### config.mk
export PLATFORM = sky130hd
export DESIGN_NAME = mmd_memory_map_decoder
export DESIGN_NICKNAME = d
export VERILOG_FILES = /design/src/common/mmd_pkg.sv /design/src/mmd_region_decode.sv /design/src/mmd_memory_map_decoder.sv
export VERILOG_INCLUDE_DIRS = /design/src /design/src/common
export SDC_FILE = /design/constraint.sdc
export NUM_CORES = 1
export LEC_CHECK = 0
export BUFFER_PORTS_ARGS = -buffer_cell sky130_fd_sc_hd__buf_2
export CORE_MARGIN = 1.5
export CORE_UTILIZATION = 48
export CTS_CLUSTER_DIAMETER = 100
export DETAILED_ROUTE_END_ITERATION = 10
export PLACE_DENSITY = 0.91
export RECOVER_POWER = 50
export SETUP_SLACK_MARGIN = 0.2
export SYNTH_ARGS = -nofsm -noshare
export SYNTH_HDL_FRONTEND = slang
export SYNTH_SLANG_ARGS = --single-unit
### constraint.sdc
create_clock -name core_clk -period 2.8 [get_ports core_clk]
set_input_delay 0.56 -clock core_clk [delete_from_list [all_inputs] [get_ports core_clk]]
set_output_delay 0.56 -clock core_clk [all_outputs]
set_load 0.01 [all_outputs]
### src/common/mmd_defs.svh
/*
 * Address constants of the memory map decoder.
 * Assumes a 16-bit processor address bus.
 */
`ifndef MMD_DEFS_SVH
`define MMD_DEFS_SVH

// ----------------------------------------
// widths
// ----------------------------------------
`define MMD_ADDR_W 16
`define MMD_DATA_W 8

// ----------------------------------------
// region bounds
// ----------------------------------------
`define MMD_IO_LO       16'h0000
`define MMD_IO_HI       16'h003F
`define MMD_RSV_LO      16'h0040
`define MMD_RSV_HI      16'h007F
`define MMD_RAM_LO      16'h0080
`define MMD_RAM_HI      16'h00FF
`define MMD_AUX_LO      16'h2800
`define MMD_AUX_HI      16'h2DFF
`define MMD_FL_BIG_LO   16'hEE00
`define MMD_FL_SMALL_LO 16'hF800
`define MMD_FL_HI       16'hFDFF
`define MMD_FTEST_LO    16'hFE0D
`define MMD_FTEST_HI    16'hFE0F
`define MMD_MON_LO      16'hFE10
`define MMD_MON_HI      16'hFFAF
`define MMD_FLX1_LO     16'hFFB0
`define MMD_FLX1_HI     16'hFFBD
`define MMD_FLX2_LO     16'hFFC2
`define MMD_FLX2_HI     16'hFFCF
`define MMD_VEC_LO      16'hFFD0
`define MMD_VEC_HI      16'hFFFF

// ----------------------------------------
// single locations
// ----------------------------------------
`define MMD_BRK_STAT    16'hFE00
`define MMD_RST_CAUSE   16'hFE01
`define MMD_BRK_AUX     16'hFE02
`define MMD_BRK_FLAG    16'hFE03
`define MMD_IRQ_ST1     16'hFE04
`define MMD_IRQ_ST2     16'hFE05
`define MMD_IRQ_ST3     16'hFE06
`define MMD_FTEST_CTRL  16'hFE07
`define MMD_FLASH_CTRL  16'hFE08
`define MMD_BRK_ADDR_H  16'hFE09
`define MMD_BRK_ADDR_L  16'hFE0A
`define MMD_BRK_SC      16'hFE0B
`define MMD_LVI_STAT    16'hFE0C
`define MMD_PROTECT     16'hFFBE
`define MMD_RSV_FL1     16'hFFBF
`define MMD_TRIM        16'hFFC0
`define MMD_RSV_FL2     16'hFFC1

`define MMD_RDATA_IDLE  8'h00

`endif

### src/common/mmd_pkg.sv
/*
 * Types shared by the memory map decoder files.
 * Assumes mmd_defs.svh is on the include path.
 */
`include "mmd_defs.svh"

package mmd_pkg;

  typedef enum logic [3:0] {
    MMD_RG_NONE, MMD_RG_IO, MMD_RG_RSV_LOW, MMD_RG_RAM, MMD_RG_UNIMPL,
    MMD_RG_AUX_ROM, MMD_RG_FLASH, MMD_RG_HI_REG, MMD_RG_RSV_TEST,
    MMD_RG_MON_ROM, MMD_RG_PROTECT, MMD_RG_TRIM, MMD_RG_RSV_FLASH,
    MMD_RG_VECTORS
  } mmd_region_e;

  typedef struct packed {
    logic ioPage;
    logic ram;
    logic auxRom;
    logic flash;
    logic monRom;
    logic vectors;
    logic protect;
    logic trim;
    logic breakStatusSelect;
    logic resetCauseSelect;
    logic breakAuxSelect;
    logic breakFlagCtrlSelect;
    logic irqSourceStatusOne;
    logic irqSourceStatusTwo;
    logic irqSourceStatusThree;
    logic flashCtrlSelect;
    logic breakAddrHighSelect;
    logic breakAddrLowSelect;
    logic breakStatCtrlSelect;
    logic lviStatusSelect;
  } mmd_sel_s;

  typedef struct packed {
    logic [`MMD_DATA_W-1:0] ioPage;
    logic [`MMD_DATA_W-1:0] ram;
    logic [`MMD_DATA_W-1:0] auxRom;
    logic [`MMD_DATA_W-1:0] flash;
    logic [`MMD_DATA_W-1:0] hiReg;
    logic [`MMD_DATA_W-1:0] monRom;
  } mmd_rdata_s;

  function automatic logic mmd_in_range(
    input logic [`MMD_ADDR_W-1:0] a,
    input logic [`MMD_ADDR_W-1:0] lo,
    input logic [`MMD_ADDR_W-1:0] hi
  );
    return (a >= lo) && (a <= hi);
  endfunction : mmd_in_range

endpackage : mmd_pkg

### src/mmd_region_decode.sv
/*
 * Combinational address to region and select decode.
 * Assumes the caller registers the results.
 */
`include "mmd_defs.svh"
module mmd_region_decode #(
  parameter bit LARGE_FLASH = 1'b1
) (
  // address
  input  wire logic [`MMD_ADDR_W-1:0] addr,
  // decode result
  output mmd_pkg::mmd_region_e        region,
  output mmd_pkg::mmd_sel_s           sel
);
  import mmd_pkg::*;

  logic [`MMD_ADDR_W-1:0] flashLo;

  assign flashLo = LARGE_FLASH ? `MMD_FL_BIG_LO : `MMD_FL_SMALL_LO;

  always_comb begin
    sel    = '0;
    region = MMD_RG_UNIMPL;
    if (mmd_in_range(addr, `MMD_IO_LO, `MMD_IO_HI)) begin
      region     = MMD_RG_IO;
      sel.ioPage = 1'b1;
    end else if (mmd_in_range(addr, `MMD_RSV_LO, `MMD_RSV_HI)) begin
      region = MMD_RG_RSV_LOW;
    end else if (mmd_in_range(addr, `MMD_RAM_LO, `MMD_RAM_HI)) begin
      region  = MMD_RG_RAM;
      sel.ram = 1'b1;
    end else if (mmd_in_range(addr, `MMD_AUX_LO, `MMD_AUX_HI)) begin
      region     = MMD_RG_AUX_ROM;
      sel.auxRom = 1'b1;
    end else if (mmd_in_range(addr, flashLo, `MMD_FL_HI)) begin
      region    = MMD_RG_FLASH;
      sel.flash = 1'b1;
    end else if (addr == `MMD_BRK_STAT) begin
      region                = MMD_RG_HI_REG;
      sel.breakStatusSelect = 1'b1;
    end else if (addr == `MMD_RST_CAUSE) begin
      region               = MMD_RG_HI_REG;
      sel.resetCauseSelect = 1'b1;
    end else if (addr == `MMD_BRK_AUX) begin
      region             = MMD_RG_HI_REG;
      sel.breakAuxSelect = 1'b1;
    end else if (addr == `MMD_BRK_FLAG) begin
      region                  = MMD_RG_HI_REG;
      sel.breakFlagCtrlSelect = 1'b1;
    end else if (addr == `MMD_IRQ_ST1) begin
      region                 = MMD_RG_HI_REG;
      sel.irqSourceStatusOne = 1'b1;
    end else if (addr == `MMD_IRQ_ST2) begin
      region                 = MMD_RG_HI_REG;
      sel.irqSourceStatusTwo = 1'b1;
    end else if (addr == `MMD_IRQ_ST3) begin
      region                   = MMD_RG_HI_REG;
      sel.irqSourceStatusThree = 1'b1;
    end else if (addr == `MMD_FTEST_CTRL ||
                 mmd_in_range(addr, `MMD_FTEST_LO, `MMD_FTEST_HI)) begin
      region = MMD_RG_RSV_TEST;
    end else if (addr == `MMD_FLASH_CTRL) begin
      region              = MMD_RG_HI_REG;
      sel.flashCtrlSelect = 1'b1;
    end else if (addr == `MMD_BRK_ADDR_H) begin
      region                  = MMD_RG_HI_REG;
      sel.breakAddrHighSelect = 1'b1;
    end else if (addr == `MMD_BRK_ADDR_L) begin
      region                 = MMD_RG_HI_REG;
      sel.breakAddrLowSelect = 1'b1;
    end else if (addr == `MMD_BRK_SC) begin
      region                  = MMD_RG_HI_REG;
      sel.breakStatCtrlSelect = 1'b1;
    end else if (addr == `MMD_LVI_STAT) begin
      region              = MMD_RG_HI_REG;
      sel.lviStatusSelect = 1'b1;
    end else if (mmd_in_range(addr, `MMD_MON_LO, `MMD_MON_HI)) begin
      region     = MMD_RG_MON_ROM;
      sel.monRom = 1'b1;
    end else if (addr == `MMD_PROTECT) begin
      region      = MMD_RG_PROTECT;
      sel.protect = 1'b1;
    end else if (addr == `MMD_RSV_FL1 || addr == `MMD_RSV_FL2) begin
      region = MMD_RG_RSV_FLASH;
    end else if (addr == `MMD_TRIM) begin
      region   = MMD_RG_TRIM;
      sel.trim = 1'b1;
    end else if (mmd_in_range(addr, `MMD_FLX1_LO, `MMD_FLX1_HI) ||
                 mmd_in_range(addr, `MMD_FLX2_LO, `MMD_FLX2_HI)) begin
      region    = MMD_RG_FLASH;
      sel.flash = 1'b1;
    end else if (mmd_in_range(addr, `MMD_VEC_LO, `MMD_VEC_HI)) begin
      region      = MMD_RG_VECTORS;
      sel.vectors = 1'b1;
    end
  end

endmodule : mmd_region_decode

### src/mmd_memory_map_decoder.sv
/*
 * Memory map decoder: registers the target select for each processor
 * access, returns read data one cycle after the select and raises an
 * illegal-address reset request for bad instruction fetches.
 * Assumes targets answer combinationally while their select is high.
 */
`include "mmd_defs.svh"
// How it works
// - a 16-bit address spans 64 Kbytes; each address has one region class.
// - $0000-$003F selects the peripheral register page.
// - $0080-$00FF selects the 128-byte RAM as plain storage.
// - large-flash variant selects user flash at $EE00-$FDFF.
// - small-flash variant selects the main flash window only at $F800-$FDFF; below is unimplemented.
// - $2800-$2DFF selects the 1536-byte auxiliary ROM.
// - $FE10-$FFAF selects the 416-byte monitor ROM.
// - $FFD0-$FFFF selects the 48-byte user vector area in flash.
// - $FE00-$FE03 select break status, reset cause, break aux, break flag.
// - $FE04-$FE06 select interrupt source status one, two, three.
// - $FE07 and $FE0D-$FE0F are reserved flash test, no select.
// - $FE08 selects the flash control register.
// - $FE09-$FE0B select break address high, low, status and control.
// - $FFBE selects flash protect; $FFBF and $FFC1 are reserved flash.
// - $FFC0 selects the stored oscillator trim value.
// - fetch from $0040-$007F or unimplemented space requests illegal-address reset.
module mmd_memory_map_decoder #(
  parameter bit LARGE_FLASH = 1'b1
) (
  // clock and reset
  input  wire logic                   core_clk,
  input  wire logic                   rst_n,
  // processor access
  input  wire logic                   cpuReq,
  input  wire logic                   cpuFetch,
  input  wire logic                   cpuWrite,
  input  wire logic [`MMD_ADDR_W-1:0] cpuAddr,
  // target side
  input  mmd_pkg::mmd_rdata_s         tgtRdata,
  output mmd_pkg::mmd_sel_s           sel,
  output mmd_pkg::mmd_region_e        region,
  output logic                        selWrite,
  // read return
  output logic                        rdValid,
  output logic [`MMD_DATA_W-1:0]      cpuRdata,
  // reset request
  output logic                        illegalAddrRst
);
  import mmd_pkg::*;

  // ----------------------------------------
  // decode stage
  // ----------------------------------------
  mmd_region_e            decRegion;
  mmd_sel_s               decSel;
  mmd_region_e            next_region;
  mmd_sel_s               next_sel;
  logic                   next_selWrite;
  logic                   next_illegalAddrRst;
  logic                   badFetchRegion;

  mmd_region_decode #(
    .LARGE_FLASH (LARGE_FLASH)
  ) u_decode (
    .addr   (cpuAddr),
    .region (decRegion),
    .sel    (decSel)
  );

  assign badFetchRegion = (decRegion == MMD_RG_RSV_LOW) ||
                          (decRegion == MMD_RG_UNIMPL);

  always_comb begin
    next_region         = MMD_RG_NONE;
    next_sel            = '0;
    next_selWrite       = 1'b0;
    next_illegalAddrRst = 1'b0;
    if (cpuReq) begin
      next_region   = decRegion;
      next_sel      = decSel;
      next_selWrite = cpuWrite;
      next_illegalAddrRst = cpuFetch && badFetchRegion;
    end
  end

  always_ff @(posedge core_clk) begin
    if (!rst_n) begin
      region         <= MMD_RG_NONE;
      sel            <= '0;
      selWrite       <= 1'b0;
      illegalAddrRst <= 1'b0;
    end else begin
      region         <= next_region;
      sel            <= next_sel;
      selWrite       <= next_selWrite;
      illegalAddrRst <= next_illegalAddrRst;
    end
  end

  // ----------------------------------------
  // read return stage
  // ----------------------------------------
  logic                   next_rdValid;
  logic [`MMD_DATA_W-1:0] next_cpuRdata;

  // flash, vectors, protect and trim share the flash array port;
  // all high-page register selects share one return byte
  always_comb begin
    next_rdValid  = (region != MMD_RG_NONE) && !selWrite;
    next_cpuRdata = `MMD_RDATA_IDLE;
    if (next_rdValid) begin
      if (sel.ioPage) begin
        next_cpuRdata = tgtRdata.ioPage;
      end else if (sel.ram) begin
        next_cpuRdata = tgtRdata.ram;
      end else if (sel.auxRom) begin
        next_cpuRdata = tgtRdata.auxRom;
      end else if (sel.flash || sel.vectors || sel.protect || sel.trim) begin
        next_cpuRdata = tgtRdata.flash;
      end else if (sel.monRom) begin
        next_cpuRdata = tgtRdata.monRom;
      end else if (region == MMD_RG_HI_REG) begin
        next_cpuRdata = tgtRdata.hiReg;
      end
    end
  end

  always_ff @(posedge core_clk) begin
    if (!rst_n) begin
      rdValid  <= 1'b0;
      cpuRdata <= `MMD_RDATA_IDLE;
    end else begin
      rdValid  <= next_rdValid;
      cpuRdata <= next_cpuRdata;
    end
  end

  logic acc;
  assign acc = cpuReq;
endmodule : mmd_memory_map_decoder

==> impl_metrics.env, run 1 <==
export IMPL_yosysWarnings=0
export IMPL_whs_ns=0.519
export IMPL_synth_cell_type_count=57
export IMPL_cts_sinks=35
export IMPL_post_cts_buffers=0
export IMPL_syn_nets=292
export IMPL_dieArea_mm2=0.00431
export IMPL_numCtsBuffers=5
export IMPL_area_growth_pct=28.4
export IMPL_core_area_mm2=0.00372
export IMPL_vias=2051
export IMPL_rsz0062_at_grt="no"
export IMPL_finalPower_mw=0.965
export IMPL_antenna_found_initial=0
export IMPL_fin_util_pct=65.1
export IMPL_viasPerCell=5.60
export IMPL_ioPinCount=104
export IMPL_drv_slew=0
export IMPL_postSynthCellCount=223
export IMPL_period_share_pct=68.0
export IMPL_total_leakage_power_nw=0.970
export IMPL_dieWidth_um=65.6
export IMPL_cp_cell_sequence="buf_2 -> nand4_1 -> o41a_1 -> o21ai_2 -> or3b_1 -> nor3_1"
export IMPL_cp_arrival_ns=2.06
export IMPL_yosysTopAreaCellShare_pct=37.2
export IMPL_hold_buffers=0
export IMPL_vdd_drop_max_mv=0.276
export IMPL_die_y_um=65.6
export IMPL_ys_ff_latch=35
export IMPL_startpoint_type="input pin"
export IMPL_grt_max_degree=18
export IMPL_setup_viol=0
export IMPL_fillers=341
export IMPL_syn_area_mm2=0.00188
export IMPL_pre_cts_ws_ns=0.674
export IMPL_clockBufferDepth=2
export IMPL_worst_pin_slew_ns=0.529
export IMPL_grt_pass1_wl_um=7950
export IMPL_power_density_mw_per_mm2=399
export IMPL_max_slew_margin_pct=64.3
export IMPL_avgSynthCellArea_um2=8.44
export IMPL_wl_per_cell_um=14.1
export IMPL_drt_wl_total_um=5170
export IMPL_fmax_ghz=0.525
export IMPL_yosysTopAreaCell="dfxtp_1"
export IMPL_critPathRequiredTime_ns=2.96
export IMPL_place_congestion=0.937
export IMPL_drc=0
export IMPL_post_route_cells_drive_above_1_share_pct=28.9
export IMPL_status="finished, final reports clean"
export IMPL_clock_latency_ns=0.28
export IMPL_root_buffer="clkbuf_8"
export IMPL_finalSetupTns_ns=0
export IMPL_cp_max_fo=12
export IMPL_antenna_cells=0
export IMPL_grt_total_usage_pct=23.9
export IMPL_synthArstFlopShare_pct=0
export IMPL_fin_worst_skew_ns=0.00446
export IMPL_drt_iter0_drc=115
export IMPL_clkTransAtPathRegs_ns=0.06
export IMPL_io_buffers=103
export IMPL_start_util_pct=50.7
export IMPL_cts_tree="built"
export IMPL_synth_edf_count=0
export IMPL_layout_nets=386
export IMPL_maxCapViolCount=0
export IMPL_dpl_hpwl_um=4170
export IMPL_finalWorstSetupSlack_ns=0.896
export IMPL_critPathCaptureType="register"
export IMPL_ant_nets=0
export IMPL_synthTopCellsByArea="dfxtp_1 (37%), nor2_1 (4.2%), a32oi_1 (3.7%)"
export IMPL_grt_pass1_vias=1874
export IMPL_crit_type="in -> reg"
export IMPL_cp_slowest_cell="o41a_1"
export IMPL_overflow=0
export IMPL_dr_pass1_iters=4
export IMPL_synth_ff_type="dfxtp_1"
export IMPL_min_period_ns=1.90
export IMPL_yosysSeqAreaShare_pct=37.2
export IMPL_timing_critical_path_slowest_cell_delay_ns=0.48
export IMPL_htree_levels=2
export IMPL_hp_class="in -> reg"
export IMPL_rows=22
export IMPL_hold_violations=0
export IMPL_cts_resized=0
[worst max-delay path, delay by kind of cell]
kind / cells / cell delay [ns]
buffers and inverters: 1 / 0.20
and+or+nand+nor: 3 / 0.54
AOI/OAI and AO/OA: 2 / 0.76
[layout make-up]
type / count / area (um^2) / area share [%]
timing repair buffer: 104 / 482 / 19.9
inverter: 5 / 18.8 / 0.776
sequential: 35 / 701 / 29.0
clock buffer: 7 / 76.3 / 3.16
clock inverter: 1 / 5.00 / 0.207
tap: 48 / 60.1 / 2.48
multi-input combinational: 166 / 1070 / 44.5
[placed cells by master, fill, tap and decap left out, types with 2 or more instances in the layout]
cell type,count
inv_1,4
or4_1,2
nand3_1,9
dfxtp_1,35
or3_1,2
nand2b_1,2
nand2_1,13
o21ai_0,4
o21a_1,9
or2_1,2
nand3b_1,4
nor4_1,3
a211oi_1,8
nor4_2,2
nor3_1,14
nor2b_1,4
clkbuf_8,5
buf_2,70
clkbuf_1,35
and3_1,4
or3b_1,2
nor3b_2,2
a32oi_1,8
o22ai_1,7
a21oi_1,12
nor2_1,21
nand4_1,4
[per-stage QoR]
stage	area, um^2	cells
after CTS	2460	366
after global placement	2380	358
after detailed placement	2380	358
final	2420	366
after floorplan	1880	223
after global routing	2420	366
[final timing paths]
kind	start	to	slack (ns)	cells after the start
setup / recovery	cpuAddr[2]	sel[15]	0.90	6
hold / removal	cpuWrite	selWrite	0.52	2
setup reg to reg	sel[14]	cpuRdata[3]	1.02	5
hold reg to reg	sel[18]	cpuRdata[5]	0.74	2
[state kept, by name (all words and copies together) (netlist names)]
name	count
cpuRdata	8
illegalAddrRst	1
rdValid	1
region	4
sel	20
selWrite	1
[cells by family after synthesis]
family                   after synthesis  synth area share, %
AO/OA/AOI/OAI                         60                 22.9
XOR/XNOR                               1                0.465
adder cells (fa/ha/maj)                1                0.532
buffers and inverters                 22                 5.71
flip-flops                            35                 37.2
AND/OR/NAND/NOR                      104                 33.2
[metal layers]
| metal | vias up | wire length (um) | track usage, % |
|---|---|---|---|
| met3 | 18 | 447 | 5.48 |
| met2 | 96 | 2540 | 43.6 |
| li1 | 1027 | - | - |
| met5 | - | 0 | 0 |
| met1 | 910 | 2020 | 26.2 |
| met4 | 0 | 160 | 10.4 |
[Yosys cell counts (2+ instances only)]
cell,count
o22ai_1,7
buf_2,8
nor3b_2,2
a21oi_1,12
or2_1,2
nand3_1,9
nand2b_1,2
a32oi_1,8
nor3_1,14
and3_1,4
buf_1,2
nor2b_1,4
a211oi_1,8
nand2_1,13
nor4_2,2
or4_1,2
nand3b_1,4
or3_1,2
dfxtp_1,35
nor4_1,3
clkbuf_1,5
nand4_1,4
o21ai_0,4
or3b_1,2
buf_6,2
inv_1,4
nor2_1,21
o21a_1,9
[power by group]
group | switching, mW | internal [mW] | leakage, nW
logic | 0.0674 | 0.0557 | 0.646
clock network | 0.164 | 0.174 | 0.0422
registers | 0.00195 | 0.501 | 0.283
total | 0.234 | 0.731 | 0.970
Note: power is estimated with default switching activity, not from simulation.
==> run 2, diff against run 1 <==
--- a/config.mk
+++ b/config.mk
@@ -8,10 +8,10 @@
 export LEC_CHECK = 0
 export BUFFER_PORTS_ARGS = -buffer_cell sky130_fd_sc_hd__buf_2
 export CORE_MARGIN = 1.5
-export CORE_UTILIZATION = 48
+export CORE_UTILIZATION = 44
 export CTS_CLUSTER_DIAMETER = 100
 export DETAILED_ROUTE_END_ITERATION = 10
-export PLACE_DENSITY = 0.91
+export PLACE_DENSITY = 0.84
 export RECOVER_POWER = 50
 export SETUP_SLACK_MARGIN = 0.2
 export SYNTH_ARGS = -nofsm -noshare
==> constraint.sdc (replaced) <==
create_clock -name core_clk -period 2 [get_ports core_clk]
set_input_delay 0.4 -clock core_clk [delete_from_list [all_inputs] [get_ports core_clk]]
set_output_delay 0.4 -clock core_clk [all_outputs]
set_load 0.01 [all_outputs]
==> impl_metrics.env, run 2 (synthesis results as in run 1) <==
export IMPL_status="finished, final reports clean"
export IMPL_power_frac_comb_pct=13.0
export IMPL_final_common_cell="buf_2"
export IMPL_drt_wl_total_um=5240
export IMPL_drv_slew=0
export IMPL_wl_met1_um=2090
export IMPL_mostFrequentLayoutCells="buf_2 (69), clkbuf_1 (35), dfxtp_1 (35)"
export IMPL_hold_violations=0
export IMPL_antenna_found_initial=0
export IMPL_grt_pass1_wl_um=7870
export IMPL_place_congestion=0.922
export IMPL_rsz0062_at_grt="no"
export IMPL_power_density_mw_per_mm2=550
export IMPL_grt_total_usage_pct=22.2
export IMPL_worst_pin_slew_ns=0.516
export IMPL_io_buffers=103
export IMPL_period_share_pct=83.9
export IMPL_clkTransAtPathRegs_ns=0.06
export IMPL_hp_class="in -> reg"
export IMPL_dpl_hpwl_um=4220
export IMPL_fin_worst_skew_ns=0.00879
export IMPL_switchingPower_mw=0.325
export IMPL_cts_tree="built"
export IMPL_area_growth_pct=30.4
export IMPL_htree_levels=2
export IMPL_cts_sinks=35
export IMPL_dr_wl_met3_um=449
export IMPL_dp_cells=364
export IMPL_critPathCaptureType="register"
export IMPL_cts_resized=1
export IMPL_largest_reg_flops=20
export IMPL_cp_arrival_ns=1.83
export IMPL_rows=23
export IMPL_post_route_cells_drive_above_1_share_pct=30.1
export IMPL_startpoint_type="input pin"
export IMPL_dr_pass1_iters=4
export IMPL_stdcell_count=372
export IMPL_post_cts_buffers=0
export IMPL_grt_max_degree=18
export IMPL_stdcell_area_mm2=0.00246
export IMPL_min_period_ns=1.68
export IMPL_total_leakage_power_nw=0.982
export IMPL_placed_cell_area_mm2=0.00241
export IMPL_cell_internal_pwr_mw=1.03
export IMPL_grt_pass1_vias=1857
export IMPL_maxCapViolCount=0
export IMPL_hold_buffers=0
export IMPL_viasPerCell=5.56
export IMPL_pre_cts_ws_ns=0.0523
export IMPL_ant_nets=0
export IMPL_drt_iter0_drc=72
export IMPL_setup_viol=0
export IMPL_clockBufferDepth=2
export IMPL_numCtsBuffers=5
export IMPL_regMostFlops="sel"
export IMPL_wl_per_cell_um=14.1
export IMPL_layout_nets=390
export IMPL_crit_type="in -> reg"
export IMPL_dieWidth_um=68.4
export IMPL_clock_power_share_pct=34.9
export IMPL_finalWorstSetupSlack_ns=0.321
export IMPL_vias=2068
export IMPL_fmax_ghz=0.596
export IMPL_reg_top3="sel: 20 flops, cpuRdata: 8 flops, region: 4 flops"
export IMPL_ioPinCount=104
export IMPL_cp_max_fo=12
export IMPL_seq_power_share_pct=52.1
export IMPL_core_area_mm2=0.00406
export IMPL_die_y_um=68.4
export IMPL_overflow=0
export IMPL_dieArea_mm2=0.00468
export IMPL_antenna_cells=0
export IMPL_critPathRequiredTime_ns=2.15
export IMPL_root_buffer="clkbuf_8"
export IMPL_routed_top_layer="met4"
export IMPL_drc=0
export IMPL_finalSetupTns_ns=0
export IMPL_met2_length_um=2540
export IMPL_start_util_pct=46.4
export IMPL_clock_latency_ns=0.28
export IMPL_max_slew_margin_pct=65.2
export IMPL_switching_share_pct=24.0
export IMPL_vdd_drop_max_mv=0.315
-- run 2: cell count changes in the layout (fill, tap and decap cells not counted), sizes merged --
cell	delta
buf	+3
clkinvlp	+1
-- run 2: final cells by class --
| cell class | instances | area, um^2 |
|---|---|---|
| timing repair buffer | 108 | 510 |
| sequential | 35 | 701 |
| multi-input combinational | 166 | 1080 |
| fill | 413 | 1600 |
| clock buffer | 6 | 72.6 |
| tap | 50 | 62.6 |
| inverter | 5 | 18.8 |
| clock inverter | 2 | 12.5 |
-- run 2: per-layer routing --
metal  vias to the layer above  GRT usage [%]
met2                       101           39.7
met1                       927           25.3
met4                         0           10.0
li1                       1026              -
met3                        14           4.28
met5                         -              0
-- run 2: worst paths after layout --
| kind | startpoint | endpoint | slack (ns) | cells past startpoint |
|---|---|---|---|---|
| setup reg to reg | sel[14] | cpuRdata[2] | 0.39 | 5 |
| setup / recovery | cpuAddr[2] | sel[15] | 0.32 | 6 |
| hold / removal | cpuWrite | selWrite | 0.36 | 2 |
| hold reg to reg | selWrite | cpuRdata[1] | 0.75 | 2 |
-- run 2: power groups by stage --
stage	registers, mW	logic (mW)	clock network [mW]
global route	0.704	0.196	0.517
CTS	0.704	0.177	0.488
global placement	0.720	0.175	0
floorplan	0.722	0.0784	0
finish	0.704	0.176	0.471
detailed placement	0.720	0.176	0
-- run 2: worst max-delay path: stages --
cell and delay (ns):
buf_2 0.20, nand4_1 0.19, o41a_1 0.47, o21ai_2 0.26, or3b_1 0.24, nor3_1 0.08
-- run 2: metrics by stage --
| step | hold WS (ns) | total power, mW | utilization, % |
|---|---|---|---|
| floorplan | 0.546 | 0.800 | - |
| global placement | 0.640 | 0.895 | 59.4 |
| detailed placement | 0.643 | 0.896 | 59.4 |
| CTS | 0.358 | 1.37 | 61.6 |
| global route | 0.380 | 1.42 | 60.5 |
| finish | 0.364 | 1.35 | 60.5 |
